`config.mk`:
```
export PLATFORM = sky130hd
export DESIGN_NAME = timer16_counter_input_capture
export DESIGN_NICKNAME = d
export VERILOG_FILES = /design/src/shared/timer16_pkg.sv /design/src/hdl/timer16_counter_input_capture.sv
export SDC_FILE = /design/constraint.sdc
export NUM_CORES = 1
export LEC_CHECK = 0
export BUFFER_PORTS_ARGS = -buffer_cell sky130_fd_sc_hd__buf_2
export CAP_MARGIN = 20
export CORE_MARGIN = 5
export CORE_UTILIZATION = 30
export DETAILED_ROUTE_END_ITERATION = 6
export PLACE_DENSITY = 0.46
export SLEW_MARGIN = 25
export SYNTH_ARGS = -nofsm -noshare
export SYNTH_HDL_FRONTEND = slang
export SYNTH_SLANG_ARGS = --single-unit
```
`constraint.sdc`:
```
create_clock -name i_ref_clk -period 4.9 [get_ports i_ref_clk]
set_input_delay 0.735 -clock i_ref_clk [delete_from_list [all_inputs] [get_ports i_ref_clk]]
set_output_delay 0.735 -clock i_ref_clk [all_outputs]
set_load 0.02 [all_outputs]
```
`src/shared/timer16_pkg.sv`:
```
/*
  constants and carrier types for the 16-bit counter and capture block.
  assumes one clock domain and a cpu side that issues byte accesses.
*/
`default_nettype none
package timer16_pkg;
  localparam logic [15:0] CNT_RST    = 16'h0000;
  localparam logic [15:0] CAP_RST    = 16'h0000;
  localparam logic [15:0] CMPA_RST   = 16'h0000;
  localparam logic [7:0]  TEMP_RST   = 8'h00;
  localparam logic [15:0] TOP_8BIT   = 16'h00FF;
  localparam logic [15:0] TOP_9BIT   = 16'h01FF;
  localparam logic [15:0] TOP_10BIT  = 16'h03FF;
  localparam logic [15:0] TOP_MAX    = 16'hFFFF;
  localparam logic [15:0] CNT_BOTTOM = 16'h0000;
  localparam int          FILT_LEN   = 4;
  // tick source codes
  localparam logic [2:0] TICK_NONE   = 3'h0;
  localparam logic [2:0] TICK_SYS    = 3'h1;
  localparam logic [2:0] TICK_EXT_FE = 3'h6;
  localparam logic [2:0] TICK_EXT_RE = 3'h7;
  // waveform modes
  localparam logic [3:0] WM_NORMAL   = 4'h0;
  localparam logic [3:0] WM_PC8      = 4'h1;
  localparam logic [3:0] WM_PC9      = 4'h2;
  localparam logic [3:0] WM_PC10     = 4'h3;
  localparam logic [3:0] WM_CTC_A    = 4'h4;
  localparam logic [3:0] WM_FAST8    = 4'h5;
  localparam logic [3:0] WM_FAST9    = 4'h6;
  localparam logic [3:0] WM_FAST10   = 4'h7;
  localparam logic [3:0] WM_PFC_CAP  = 4'h8;
  localparam logic [3:0] WM_PFC_A    = 4'h9;
  localparam logic [3:0] WM_PC_CAP   = 4'hA;
  localparam logic [3:0] WM_PC_A     = 4'hB;
  localparam logic [3:0] WM_CTC_CAP  = 4'hC;
  localparam logic [3:0] WM_FAST_CAP = 4'hE;
  localparam logic [3:0] WM_FAST_A   = 4'hF;

  typedef enum logic [2:0] {
    SEL_CNT_LOW, SEL_CNT_HIGH, SEL_CAP_LOW, SEL_CAP_HIGH, SEL_CMPA_LOW, SEL_CMPA_HIGH
  } reg_sel_t;

  typedef struct packed {
    logic       rd;
    logic       wr;
    reg_sel_t   sel;
    logic [7:0] wdata;
  } cpu_req_t;

  typedef struct packed {
    logic [2:0] tick_source_select;
    logic [3:0] waveform_mode_field;
    logic       capture_noise_filter_enable;
    logic       capture_edge_rising;
    logic       comparator_capture_select;
    logic       capture_interrupt_enable;
    logic       overflow_interrupt_enable;
  } timer_ctrl_t;
endpackage
`default_nettype wire

```
`src/hdl/timer16_counter_input_capture.sv`:
```
/*
  16-bit up/down counter with shared high-byte latch and input capture.
  assumes cpu byte accesses arrive as one-cycle strobes on i_ref_clk, and
  that prescaler strobes and pins are already synchronous to that clock.
*/
`default_nettype none
// Function
// - three-bit select picks tick, zero stops
// - high locations use latch, except compare a high reads, low byte commits
// - each tick clears, increments or decrements counter
// - cpu write beats clear or count
// - counter accessible with tick stopped
// - overflow flag set per mode, raises interrupt
// - bottom at zero, top at sequence top
// - qualifying edge copies counter, sets capture flag
// - flag requests interrupt, clears when serviced
// - writing one clears capture flag
// - capture low read loads latch for high
// - capture writable only in capture-top modes
// - trigger is pin, or comparator when selected
// - filter changes after four agreeing samples
// - filter adds exactly four cycles delay
// - filter runs on undivided system clock
// - capture inputs off in capture-top modes
// - software pin drive also triggers capture
// - new capture always overwrites capture register
// - top is fixed, compare a, or capture
module timer16_counter_input_capture (
  // clock and reset
  input  wire logic                    i_ref_clk,
  input  wire logic                    i_reset,
  // cpu byte access
  input  wire timer16_pkg::cpu_req_t   i_cpu_req,
  output logic [7:0]                   o_cpu_rdata,
  // control bits
  input  wire timer16_pkg::timer_ctrl_t i_ctrl,
  input  wire logic                    i_capture_flag_clear,
  input  wire logic                    i_capture_irq_ack,
  input  wire logic                    i_overflow_flag_clear,
  input  wire logic                    i_overflow_irq_ack,
  // tick sources
  input  wire logic [3:0]              i_prescale_tick,
  input  wire logic                    i_ext_tick_pin,
  // capture sources
  input  wire logic                    i_capture_pin,
  input  wire logic                    i_comparator_output,
  // status and waveform links
  output logic [15:0]                  o_counter_value,
  output logic [15:0]                  o_capture_register,
  output logic [15:0]                  o_compare_register_a,
  output logic                         o_capture_flag,
  output logic                         o_capture_irq,
  output logic                         o_overflow_flag,
  output logic                         o_overflow_irq,
  output logic                         o_at_top,
  output logic                         o_at_bottom,
  output logic                         o_count_down
);
  import timer16_pkg::*;

  function automatic logic [15:0] top_of(input logic [3:0] m, input logic [15:0] a,
                                         input logic [15:0] c);
    logic [15:0] t;
    t = TOP_MAX;
    case (m)
      WM_PC8, WM_FAST8:                             t = TOP_8BIT;
      WM_PC9, WM_FAST9:                             t = TOP_9BIT;
      WM_PC10, WM_FAST10:                           t = TOP_10BIT;
      WM_CTC_A, WM_PFC_A, WM_PC_A, WM_FAST_A:       t = a;
      WM_PFC_CAP, WM_PC_CAP, WM_CTC_CAP, WM_FAST_CAP: t = c;
      default:                                      t = TOP_MAX;
    endcase
    return t;
  endfunction

  function automatic logic dual_slope(input logic [3:0] m);
    return (m inside {WM_PC8, WM_PC9, WM_PC10, WM_PFC_CAP, WM_PFC_A, WM_PC_CAP, WM_PC_A});
  endfunction

  function automatic logic cap_is_top(input logic [3:0] m);
    return (m inside {WM_PFC_CAP, WM_PC_CAP, WM_CTC_CAP, WM_FAST_CAP});
  endfunction

  // registered state
  logic [15:0] cnt_r, cnt_nxt;
  logic [15:0] cap_r, cap_nxt;
  logic [15:0] cmpa_r, cmpa_nxt;
  logic [7:0]  temp_r, temp_nxt;
  logic [7:0]  rdata_r, rdata_nxt;
  logic        down_r, down_nxt;
  logic        cap_flag_r, cap_flag_nxt;
  logic        ovf_flag_r, ovf_flag_nxt;
  logic        ext_prev_r, ext_prev_nxt;
  logic        samp_r, samp_nxt;
  logic [2:0]  hist_r, hist_nxt;
  logic        filt_r, filt_nxt;
  logic        lvl_prev_r, lvl_prev_nxt;

  // combinational helpers
  logic [15:0] top;
  logic        tick;
  logic        trig_src;
  logic        level;
  logic        edge_ok;
  logic        cap_event;
  logic        ovf_event;
  logic        wr_lo;
  logic [15:0] wr_word;

  always_comb begin
    top = top_of(i_ctrl.waveform_mode_field, cmpa_r, cap_r);
    // pin reflects port output too, so a software pin write triggers
    trig_src = i_ctrl.comparator_capture_select ? i_comparator_output
                                                : i_capture_pin;
    // filtered level is the unfiltered one plus four clocks
    level = i_ctrl.capture_noise_filter_enable ? filt_r : samp_r;
    edge_ok = i_ctrl.capture_edge_rising ? (level & ~lvl_prev_r)
                                         : (~level & lvl_prev_r);
    // capture inputs gated off when capture defines top
    cap_event = edge_ok & ~cap_is_top(i_ctrl.waveform_mode_field);
    // tick selection
    case (i_ctrl.tick_source_select)
      TICK_NONE:   tick = 1'b0;
      TICK_SYS:    tick = 1'b1;
      // prescaled strobes listed one by one, so no index can leave the vector
      3'h2:        tick = i_prescale_tick[0];
      3'h3:        tick = i_prescale_tick[1];
      3'h4:        tick = i_prescale_tick[2];
      3'h5:        tick = i_prescale_tick[3];
      TICK_EXT_FE: tick = ext_prev_r & ~i_ext_tick_pin;
      TICK_EXT_RE: tick = ~ext_prev_r & i_ext_tick_pin;
      default:     tick = 1'b0;
    endcase
    wr_lo = i_cpu_req.wr & (i_cpu_req.sel == SEL_CNT_LOW);
    wr_word = {temp_r, i_cpu_req.wdata};
  end

  // filter and edge detector run every system clock, not on tick
  always_comb begin
    samp_nxt = trig_src;
    hist_nxt = {hist_r[1:0], samp_r};
    filt_nxt = filt_r;
    if ((hist_r == {(FILT_LEN - 1){samp_r}}) && (samp_r != filt_r)) begin
      filt_nxt = samp_r;
    end
    lvl_prev_nxt = level;
    ext_prev_nxt = i_ext_tick_pin;
  end

  // counter sequence and overflow
  always_comb begin
    cnt_nxt = cnt_r;
    down_nxt = down_r;
    ovf_event = 1'b0;
    if (tick) begin
      if (dual_slope(i_ctrl.waveform_mode_field)) begin
        if (down_r && cnt_r == CNT_BOTTOM) begin
          down_nxt = 1'b0;
          cnt_nxt = cnt_r + 16'h0001;
          ovf_event = 1'b1;  // dual slope flags at bottom
        end else if (!down_r && cnt_r >= top) begin
          down_nxt = 1'b1;
          cnt_nxt = cnt_r - 16'h0001;
        end else begin
          cnt_nxt = down_r ? cnt_r - 16'h0001 : cnt_r + 16'h0001;
        end
      end else begin
        down_nxt = 1'b0;
        if (cnt_r == top) begin
          cnt_nxt = CNT_BOTTOM;
        end else begin
          cnt_nxt = cnt_r + 16'h0001;
        end
        // normal and ctc flag at max, fast pwm at top
        case (i_ctrl.waveform_mode_field)
          WM_CTC_A, WM_CTC_CAP: ovf_event = (cnt_r == TOP_MAX);
          default:              ovf_event = (cnt_r == top);
        endcase
      end
    end
    // cpu write wins, and works with no tick running
    if (wr_lo) begin
      cnt_nxt = wr_word;
    end
  end

  // cpu access, latch, capture register and flags
  always_comb begin
    temp_nxt = temp_r;
    rdata_nxt = rdata_r;
    cap_nxt = cap_r;
    cmpa_nxt = cmpa_r;
    if (i_cpu_req.rd) begin
      if (i_cpu_req.sel == SEL_CNT_LOW) begin
        rdata_nxt = cnt_r[7:0];
        temp_nxt = cnt_r[15:8];
      end else if (i_cpu_req.sel == SEL_CAP_LOW) begin
        rdata_nxt = cap_r[7:0];
        temp_nxt = cap_r[15:8];
      end else if (i_cpu_req.sel == SEL_CMPA_LOW) begin
        rdata_nxt = cmpa_r[7:0];
      end else if (i_cpu_req.sel == SEL_CMPA_HIGH) begin
        rdata_nxt = cmpa_r[15:8];  // compare a bypasses the latch
      end else begin
        rdata_nxt = temp_r;
      end
    end
    if (i_cpu_req.wr) begin
      if (i_cpu_req.sel == SEL_CNT_HIGH || i_cpu_req.sel == SEL_CAP_HIGH
          || i_cpu_req.sel == SEL_CMPA_HIGH) begin
        temp_nxt = i_cpu_req.wdata;  // latch kept for reuse
      end else if (i_cpu_req.sel == SEL_CAP_LOW) begin
        if (cap_is_top(i_ctrl.waveform_mode_field)) begin
          cap_nxt = wr_word;
        end
      end else if (i_cpu_req.sel == SEL_CMPA_LOW) begin
        cmpa_nxt = wr_word;
      end
    end
    // unread values are simply lost on a new capture
    if (cap_event) begin
      cap_nxt = cnt_r;
    end
    // set wins over either kind of clear
    cap_flag_nxt = cap_flag_r;
    if (i_capture_flag_clear || i_capture_irq_ack) begin
      cap_flag_nxt = 1'b0;
    end
    if (cap_event) begin
      cap_flag_nxt = 1'b1;  // same clock as the copy
    end
    ovf_flag_nxt = ovf_flag_r;
    if (i_overflow_flag_clear || i_overflow_irq_ack) begin
      ovf_flag_nxt = 1'b0;
    end
    if (ovf_event) begin
      ovf_flag_nxt = 1'b1;
    end
  end

  // filter and edge history
  always_ff @(posedge i_ref_clk or posedge i_reset) begin
    if (i_reset) begin
      ext_prev_r <= 1'b0;
      samp_r     <= 1'b0;
      hist_r     <= 3'h0;
      filt_r     <= 1'b0;
      lvl_prev_r <= 1'b0;
    end else begin
      ext_prev_r <= ext_prev_nxt;
      samp_r     <= samp_nxt;
      hist_r     <= hist_nxt;
      filt_r     <= filt_nxt;
      lvl_prev_r <= lvl_prev_nxt;
    end
  end

  // counter and direction
  always_ff @(posedge i_ref_clk or posedge i_reset) begin
    if (i_reset) begin
      cnt_r  <= CNT_RST;
      down_r <= 1'b0;
    end else begin
      cnt_r  <= cnt_nxt;
      down_r <= down_nxt;
    end
  end

  // cpu side, capture register and flags
  always_ff @(posedge i_ref_clk or posedge i_reset) begin
    if (i_reset) begin
      cap_r      <= CAP_RST;
      cmpa_r     <= CMPA_RST;
      temp_r     <= TEMP_RST;
      rdata_r    <= 8'h00;
      cap_flag_r <= 1'b0;
      ovf_flag_r <= 1'b0;
    end else begin
      cap_r      <= cap_nxt;
      cmpa_r     <= cmpa_nxt;
      temp_r     <= temp_nxt;
      rdata_r    <= rdata_nxt;
      cap_flag_r <= cap_flag_nxt;
      ovf_flag_r <= ovf_flag_nxt;
    end
  end

  assign o_cpu_rdata          = rdata_r;
  assign o_counter_value      = cnt_r;
  assign o_capture_register   = cap_r;
  assign o_compare_register_a = cmpa_r;
  assign o_capture_flag       = cap_flag_r;
  assign o_capture_irq        = cap_flag_r & i_ctrl.capture_interrupt_enable;
  assign o_overflow_flag      = ovf_flag_r;
  assign o_overflow_irq       = ovf_flag_r & i_ctrl.overflow_interrupt_enable;
  assign o_at_top             = (cnt_r == top);
  assign o_at_bottom          = (cnt_r == CNT_BOTTOM);
  assign o_count_down         = down_r;
endmodule
`default_nettype wire

```
## Yosys cells after proc, flatten, opt, wreduce, memory -nomap -nowiden

Index checks and enable logic that the tools add are counted.

- Flip-flop bits (word level): 74
- Bits in latches: 0
- RAM bits: 0
- ROM bits: 0
- Input bits: 38
- Word-level logic and storage cells: 128
- Memories: 0

- Add/subtract/negate cells: 2
- Multiply operators: 0
- Divide/modulo/power cells: 0
- Order comparisons: 1
- Eq/ne operators: 32
- Shifts and indexed selects: 0
- Mux-type cells: 37
- Bitwise operators: 15
- Reduce and logical (&&, ||, !) cells: 28

Operators by type and width:

| kind | number |
|---|---|
| two-way mux 16 bit | 12 |
| case mux 16 bit (5 select lines) | 1 |
| two-way mux 8 bit | 9 |
| equality test 4 bit (second input constant) | 7 |
| equality test 3 bit (second input constant) | 6 |
| adder 16 x 1 -> 16 bit (second input constant) | 1 |
| equality test 16 bit | 1 |
| equality test 16 bit (second input constant) | 1 |
| equality test 4 x 3 -> 1 bit (second input constant) | 4 |
| >= comparator 16 bit | 1 |
| logical NOT 16 bit | 1 |
| subtractor 16 x 1 -> 16 bit (second input constant) | 1 |
| two-way mux 1 bit | 14 |
| equality test 3 x 2 -> 1 bit (second input constant) | 4 |
| nonzero test 2 bit | 6 |
| bitwise AND 1 bit | 8 |
| equality test 4 x 2 -> 1 bit (second input constant) | 2 |
| case mux 1 bit (8 select lines) | 1 |
| AND reduction 4 bit | 2 |
| OR reduction 2 bit | 4 |
| OR reduction 4 bit | 2 |
| NOT 1 bit | 7 |
| nonzero test 7 bit | 1 |
| equality test 3 x 1 -> 1 bit (second input constant) | 2 |
| 11 further kinds | 17 |

## Longest topological paths before layout

- Depth in word-level cells: 10
- Mapped depth: 15
- Depth with buffers taken out: 13

## Least setup slack after synthesis

Ideal clock, no wire load.

- Path kind: input -> register
- Start point: input port i_ctrl[8] (netlist bit)
- End point: register cnt_r[15], in the netlist o_counter_value[15]
- Setup time: 131 ps
- Data arrival time: 3503 ps
- Data required time: 4769 ps
- Path slack: 1266 ps
- Cell stages on the path: 15
- Buffers on the path: 2
- Cells stage by stage: or3_1 clkbuf_1 nand2_1 nor2_1 a21oi_1 a21oi_1 ha_1 and4_1 a2111oi_0 nor3_1 or3_1 buf_2 a21oi_1 nor3_1 or3b_1

- Word-level cells in the longest chain between the ends: 10

RTL lines:

| element | line | source |
|---|---|---|
| start, declared | timer16_counter_input_capture.sv:36 | `input wire timer16_pkg::timer_ctrl_t i_ctrl,` |
| equality test 4 bit, or another cell as far along | timer16_counter_input_capture.sv:65, timer16_counter_input_capture.sv:77 |  |
| OR reduction 4 bit or OR reduction 2 bit (tied branches) | timer16_counter_input_capture.sv:65 | `case (m)` |
| case mux 16 bit (5 select lines) | timer16_counter_input_capture.sv:65 |  |
| >= comparator 16 bit | timer16_counter_input_capture.sv:161 | `end else if (!down_r && cnt_r >= top) begin` |
| logical AND 1 bit | timer16_counter_input_capture.sv:161 |  |
| two-way mux 16 bit | timer16_counter_input_capture.sv:161 |  |
| two-way mux 16 bit | timer16_counter_input_capture.sv:157 | `if (down_r && cnt_r == CNT_BOTTOM) begin` |
| two-way mux 16 bit * | timer16_counter_input_capture.sv:156 | `if (dual_slope(i_ctrl.waveform_mode_field)) begin` |
| two-way mux 16 bit * | timer16_counter_input_capture.sv:155 | `if (tick) begin` |
| two-way mux 16 bit * | timer16_counter_input_capture.sv:182 | `if (wr_lo) begin` |
| end signal, assigned | timer16_counter_input_capture.sv:264 | `cnt_r <= cnt_nxt;` |
| end, declared | timer16_counter_input_capture.sv:85 | `logic [15:0] cnt_r, cnt_nxt;` |

Every way passes the cells marked *; elsewhere a longest branch is shown, timed or not. The select of a mux whose other input is x is not followed.
A chain may end at the register's enable or synchronous reset.

## Worst setup path in the final report

- Start point: input port i_ctrl[6] (netlist bit)
- End point: register cnt_r[6], in the netlist o_counter_value[6]

The elaborated chain is that of the path after synthesis.

==> out/results.txt <==
crit path buf inv count - 2
Starting Density - 30.3%
DRT Pass-1 Iters - 5
Tightest Pin Transition - 1.00 ns
die width - 141 um
gr ovfl total - 0
Yosys reg bits - 74
CP startpoint kind - input port
Nets - 765
Unique masters post-synth - 59
syn nets - 688
Worst-path clk slew - 0.06 ns
Clock Root Buffer - clkbuf_16
via count - 5266
post-synth design cell area - 5180 um2
PortBufs - 100
Core Box Area - 17100 um2
largest net degree at the start of global routing - 40
Largest stage delay, worst path - 0.54 ns
number of enable flip-flop cells after synthesis - 0
status - complete, no violations
Slew Limit Fails - 0
cell family with most CP delay - simple AND/OR/NAND/NOR gates
synthesis warning total - 0
n_diodes - 0
cell area power density - 525 nW/um2
VDD IR max - 0.205 mV
row count - 48
GPL Wtd Cong - 0.928
die height - 141 um
commonest non-fill, non-tap cell in the layout - buf_2
fmax - 250 MHz
die area - 20000 um2
Synth Instances - 631
CTS Hold Buffers Added - 0
CP dominant cell by count - nor2_1
total power - 0.00326 W
post-layout min period - 4.01 ns
Final Hold Viols - 0
first-pass GRT wire length - 31900 um
via/cell ratio - 5.61
Slew HR - 33.0%
required time of the critical path - 5.15 ns
Final Setup Violations - 0
area of the multi-input gates - 3140 um2
CP Max Fanout - 13
Hold Crit Class - reg2reg
FFs w/ async S/R, synth - 100%
Seq pwr share - 37.3%
WL/cell - 22.0 um
Worst Skew - 0.0107 ns
Comb pwr share - 40.8%
clock share of power - 21.9%
drt initial violations - 480
commonest cells after routing, fill and taps aside - buf_2, nand2_1, dfrtp_1
max-cap viol count - 0
# Post-CTS Setup Buffers - 0
Seq/Total Area, Yosys - 35.7%
worst-path cell chain - buf_2 -> nand2b_1 -> nor2_1 -> a21oi_1 -> a211oi_1 -> ha_1 -> nand4_1 -> nor4_1 -> o31a_1 -> nor3_1 -> buf_4 -> nor2_1 -> a221oi_1 -> a311oi_1
switching portion of total power - 47.1%
layout cell share with drive strength beyond 1 - 22.0%
register area - 1850 um2
Setup TNS - 0 ns
CTS buffer count - 9
worst skew pair latency - 0.35 ns
dpl hpwl - 15300 um
Critical Path AT - 4.25 ns
antenna violations before repair - 0
RSZ-0062 raised after global routing - false
Hold Slack - 0.406 ns
Final ANT Viol Nets - 0
vias in the first global route - 5359
Area Growth Syn to Fin - 19.9%
slowest CP cell - a21oi_1
Synth Area per Inst - 8.21 um2
Main synth FF type - dfrtp_1
internal power - 0.00172 W
drt drc - 0
Total GRT Usage - 20.7%
clk sinks - 74
htree depth - 3
Lkg Pwr - 2.74 nW
I/O pin cnt - 101
CTS tree - built
Clock Tree Buf Depth - 2
post-cts sizing count - 0
Psw - 0.00154 W
critical path endpoint category - register
# fillers - 1842
drt total wl - 20600 um
crit share post-route - 81.8%
Setup Crit Path Kind - in2reg
worst reg2reg max path, delay by kind of cell, from the launching register on:
kind | cells | cell delay, ns
fa+ha+maj | 1 | 0.33
buf+inv | 1 | 0.20
compound gates | 6 | 1.11
flops | 1 | 0.42
simple gates | 4 | 1.18
logic make-up after synthesis:
kind of cell / count (synthesis) / share of synthesized area (%)
AND/OR/NAND/NOR: 265 / 25.0
AO/OA/AOI/OAI: 175 / 22.0
adder cells (fa/ha/maj): 19 / 4.59
multiplexers: 30 / 6.23
buffers and inverters: 55 / 4.32
XOR/XNOR: 13 / 2.20
flip-flops: 74 / 35.7
final cells by class:
class                   count  area share, %
flip-flops and latches     74           29.8
repair buffers            110           9.33
inverters                  11          0.685
multi-input cells         502           50.6
clock buffers              11           4.07
clock inverters             5          0.987
well taps                 225           4.53
final timing paths:
check	depth (start not counted)	to	start	slack, ns
max in group asynchronous	3	o_counter_value[7]	i_reset	3.47
worst min-delay path	0	hist_r[1]	hist_r[0]	0.41
worst max-delay path	14	o_counter_value[6]	i_ctrl[6]	0.89
min in group asynchronous	2	filt_r	i_reset	0.46
worst max register to register	12	o_counter_value[6]	o_capture_register[15]	1.58
worst min register to register	0	hist_r[1]	hist_r[0]	0.41
per-layer routing:
| layer | vias to the layer above | wire length [um] | GRT usage, % |
|---|---|---|---|
| met2 | 216 | 8990 | 31.8 |
| li1 | 2460 | - | - |
| met5 | - | 0 | 0 |
| met1 | 2547 | 9860 | 29.3 |
| met3 | 43 | 1130 | 3.20 |
| met4 | 0 | 635 | 8.18 |
registers in the layout (all words and copies together) (netlist names):
register and flops:
o_capture_register 16, o_compare_register_a 16, o_counter_value 16, o_cpu_rdata 8, temp_r 8, hist_r 3
ext_prev_r 1, filt_r 1, lvl_prev_r 1, o_capture_flag 1, o_count_down 1, o_overflow_flag 1
samp_r 1
synthesized netlist by cell type, drive strengths merged, types with 18 or more instances:
master  count  share of area [%]
a211oi     25                3.6
dfrtp      74                 36
nand2      86                6.2
nor2       62                4.5
o21ai      35                3.5
mux2       18                3.9
clkbuf     36                2.6
ha         19                4.6
nor3       22                2.1
a22oi      19                2.8
a21oi      46                4.4
nor2b      21                2.5
stage by stage:
step	std cells	cell area, um2	worst slack [ns]	util [%]
final	938	6210	0.893	36.3
after global routing	938	6210	0.549	36.3
after CTS	937	6200	0.950	36.2
after detailed placement	921	5880	0.615	34.4
after global placement	921	5880	0.786	34.3
after floorplan	631	5180	1.27	-
power by group through the flow:
stage	Sequential (W)	Clock [W]	Combinational, W
finish	0.00122	0.000713	0.00133
global route	0.00124	0.000758	0.00147
CTS	0.00121	0.000733	0.00133
detailed placement	0.00122	0	0.00132
global placement	0.00123	0	0.00131
floorplan	0.00116	0	0.000814
No activity file was read; power rests on OpenSTA's default activity.
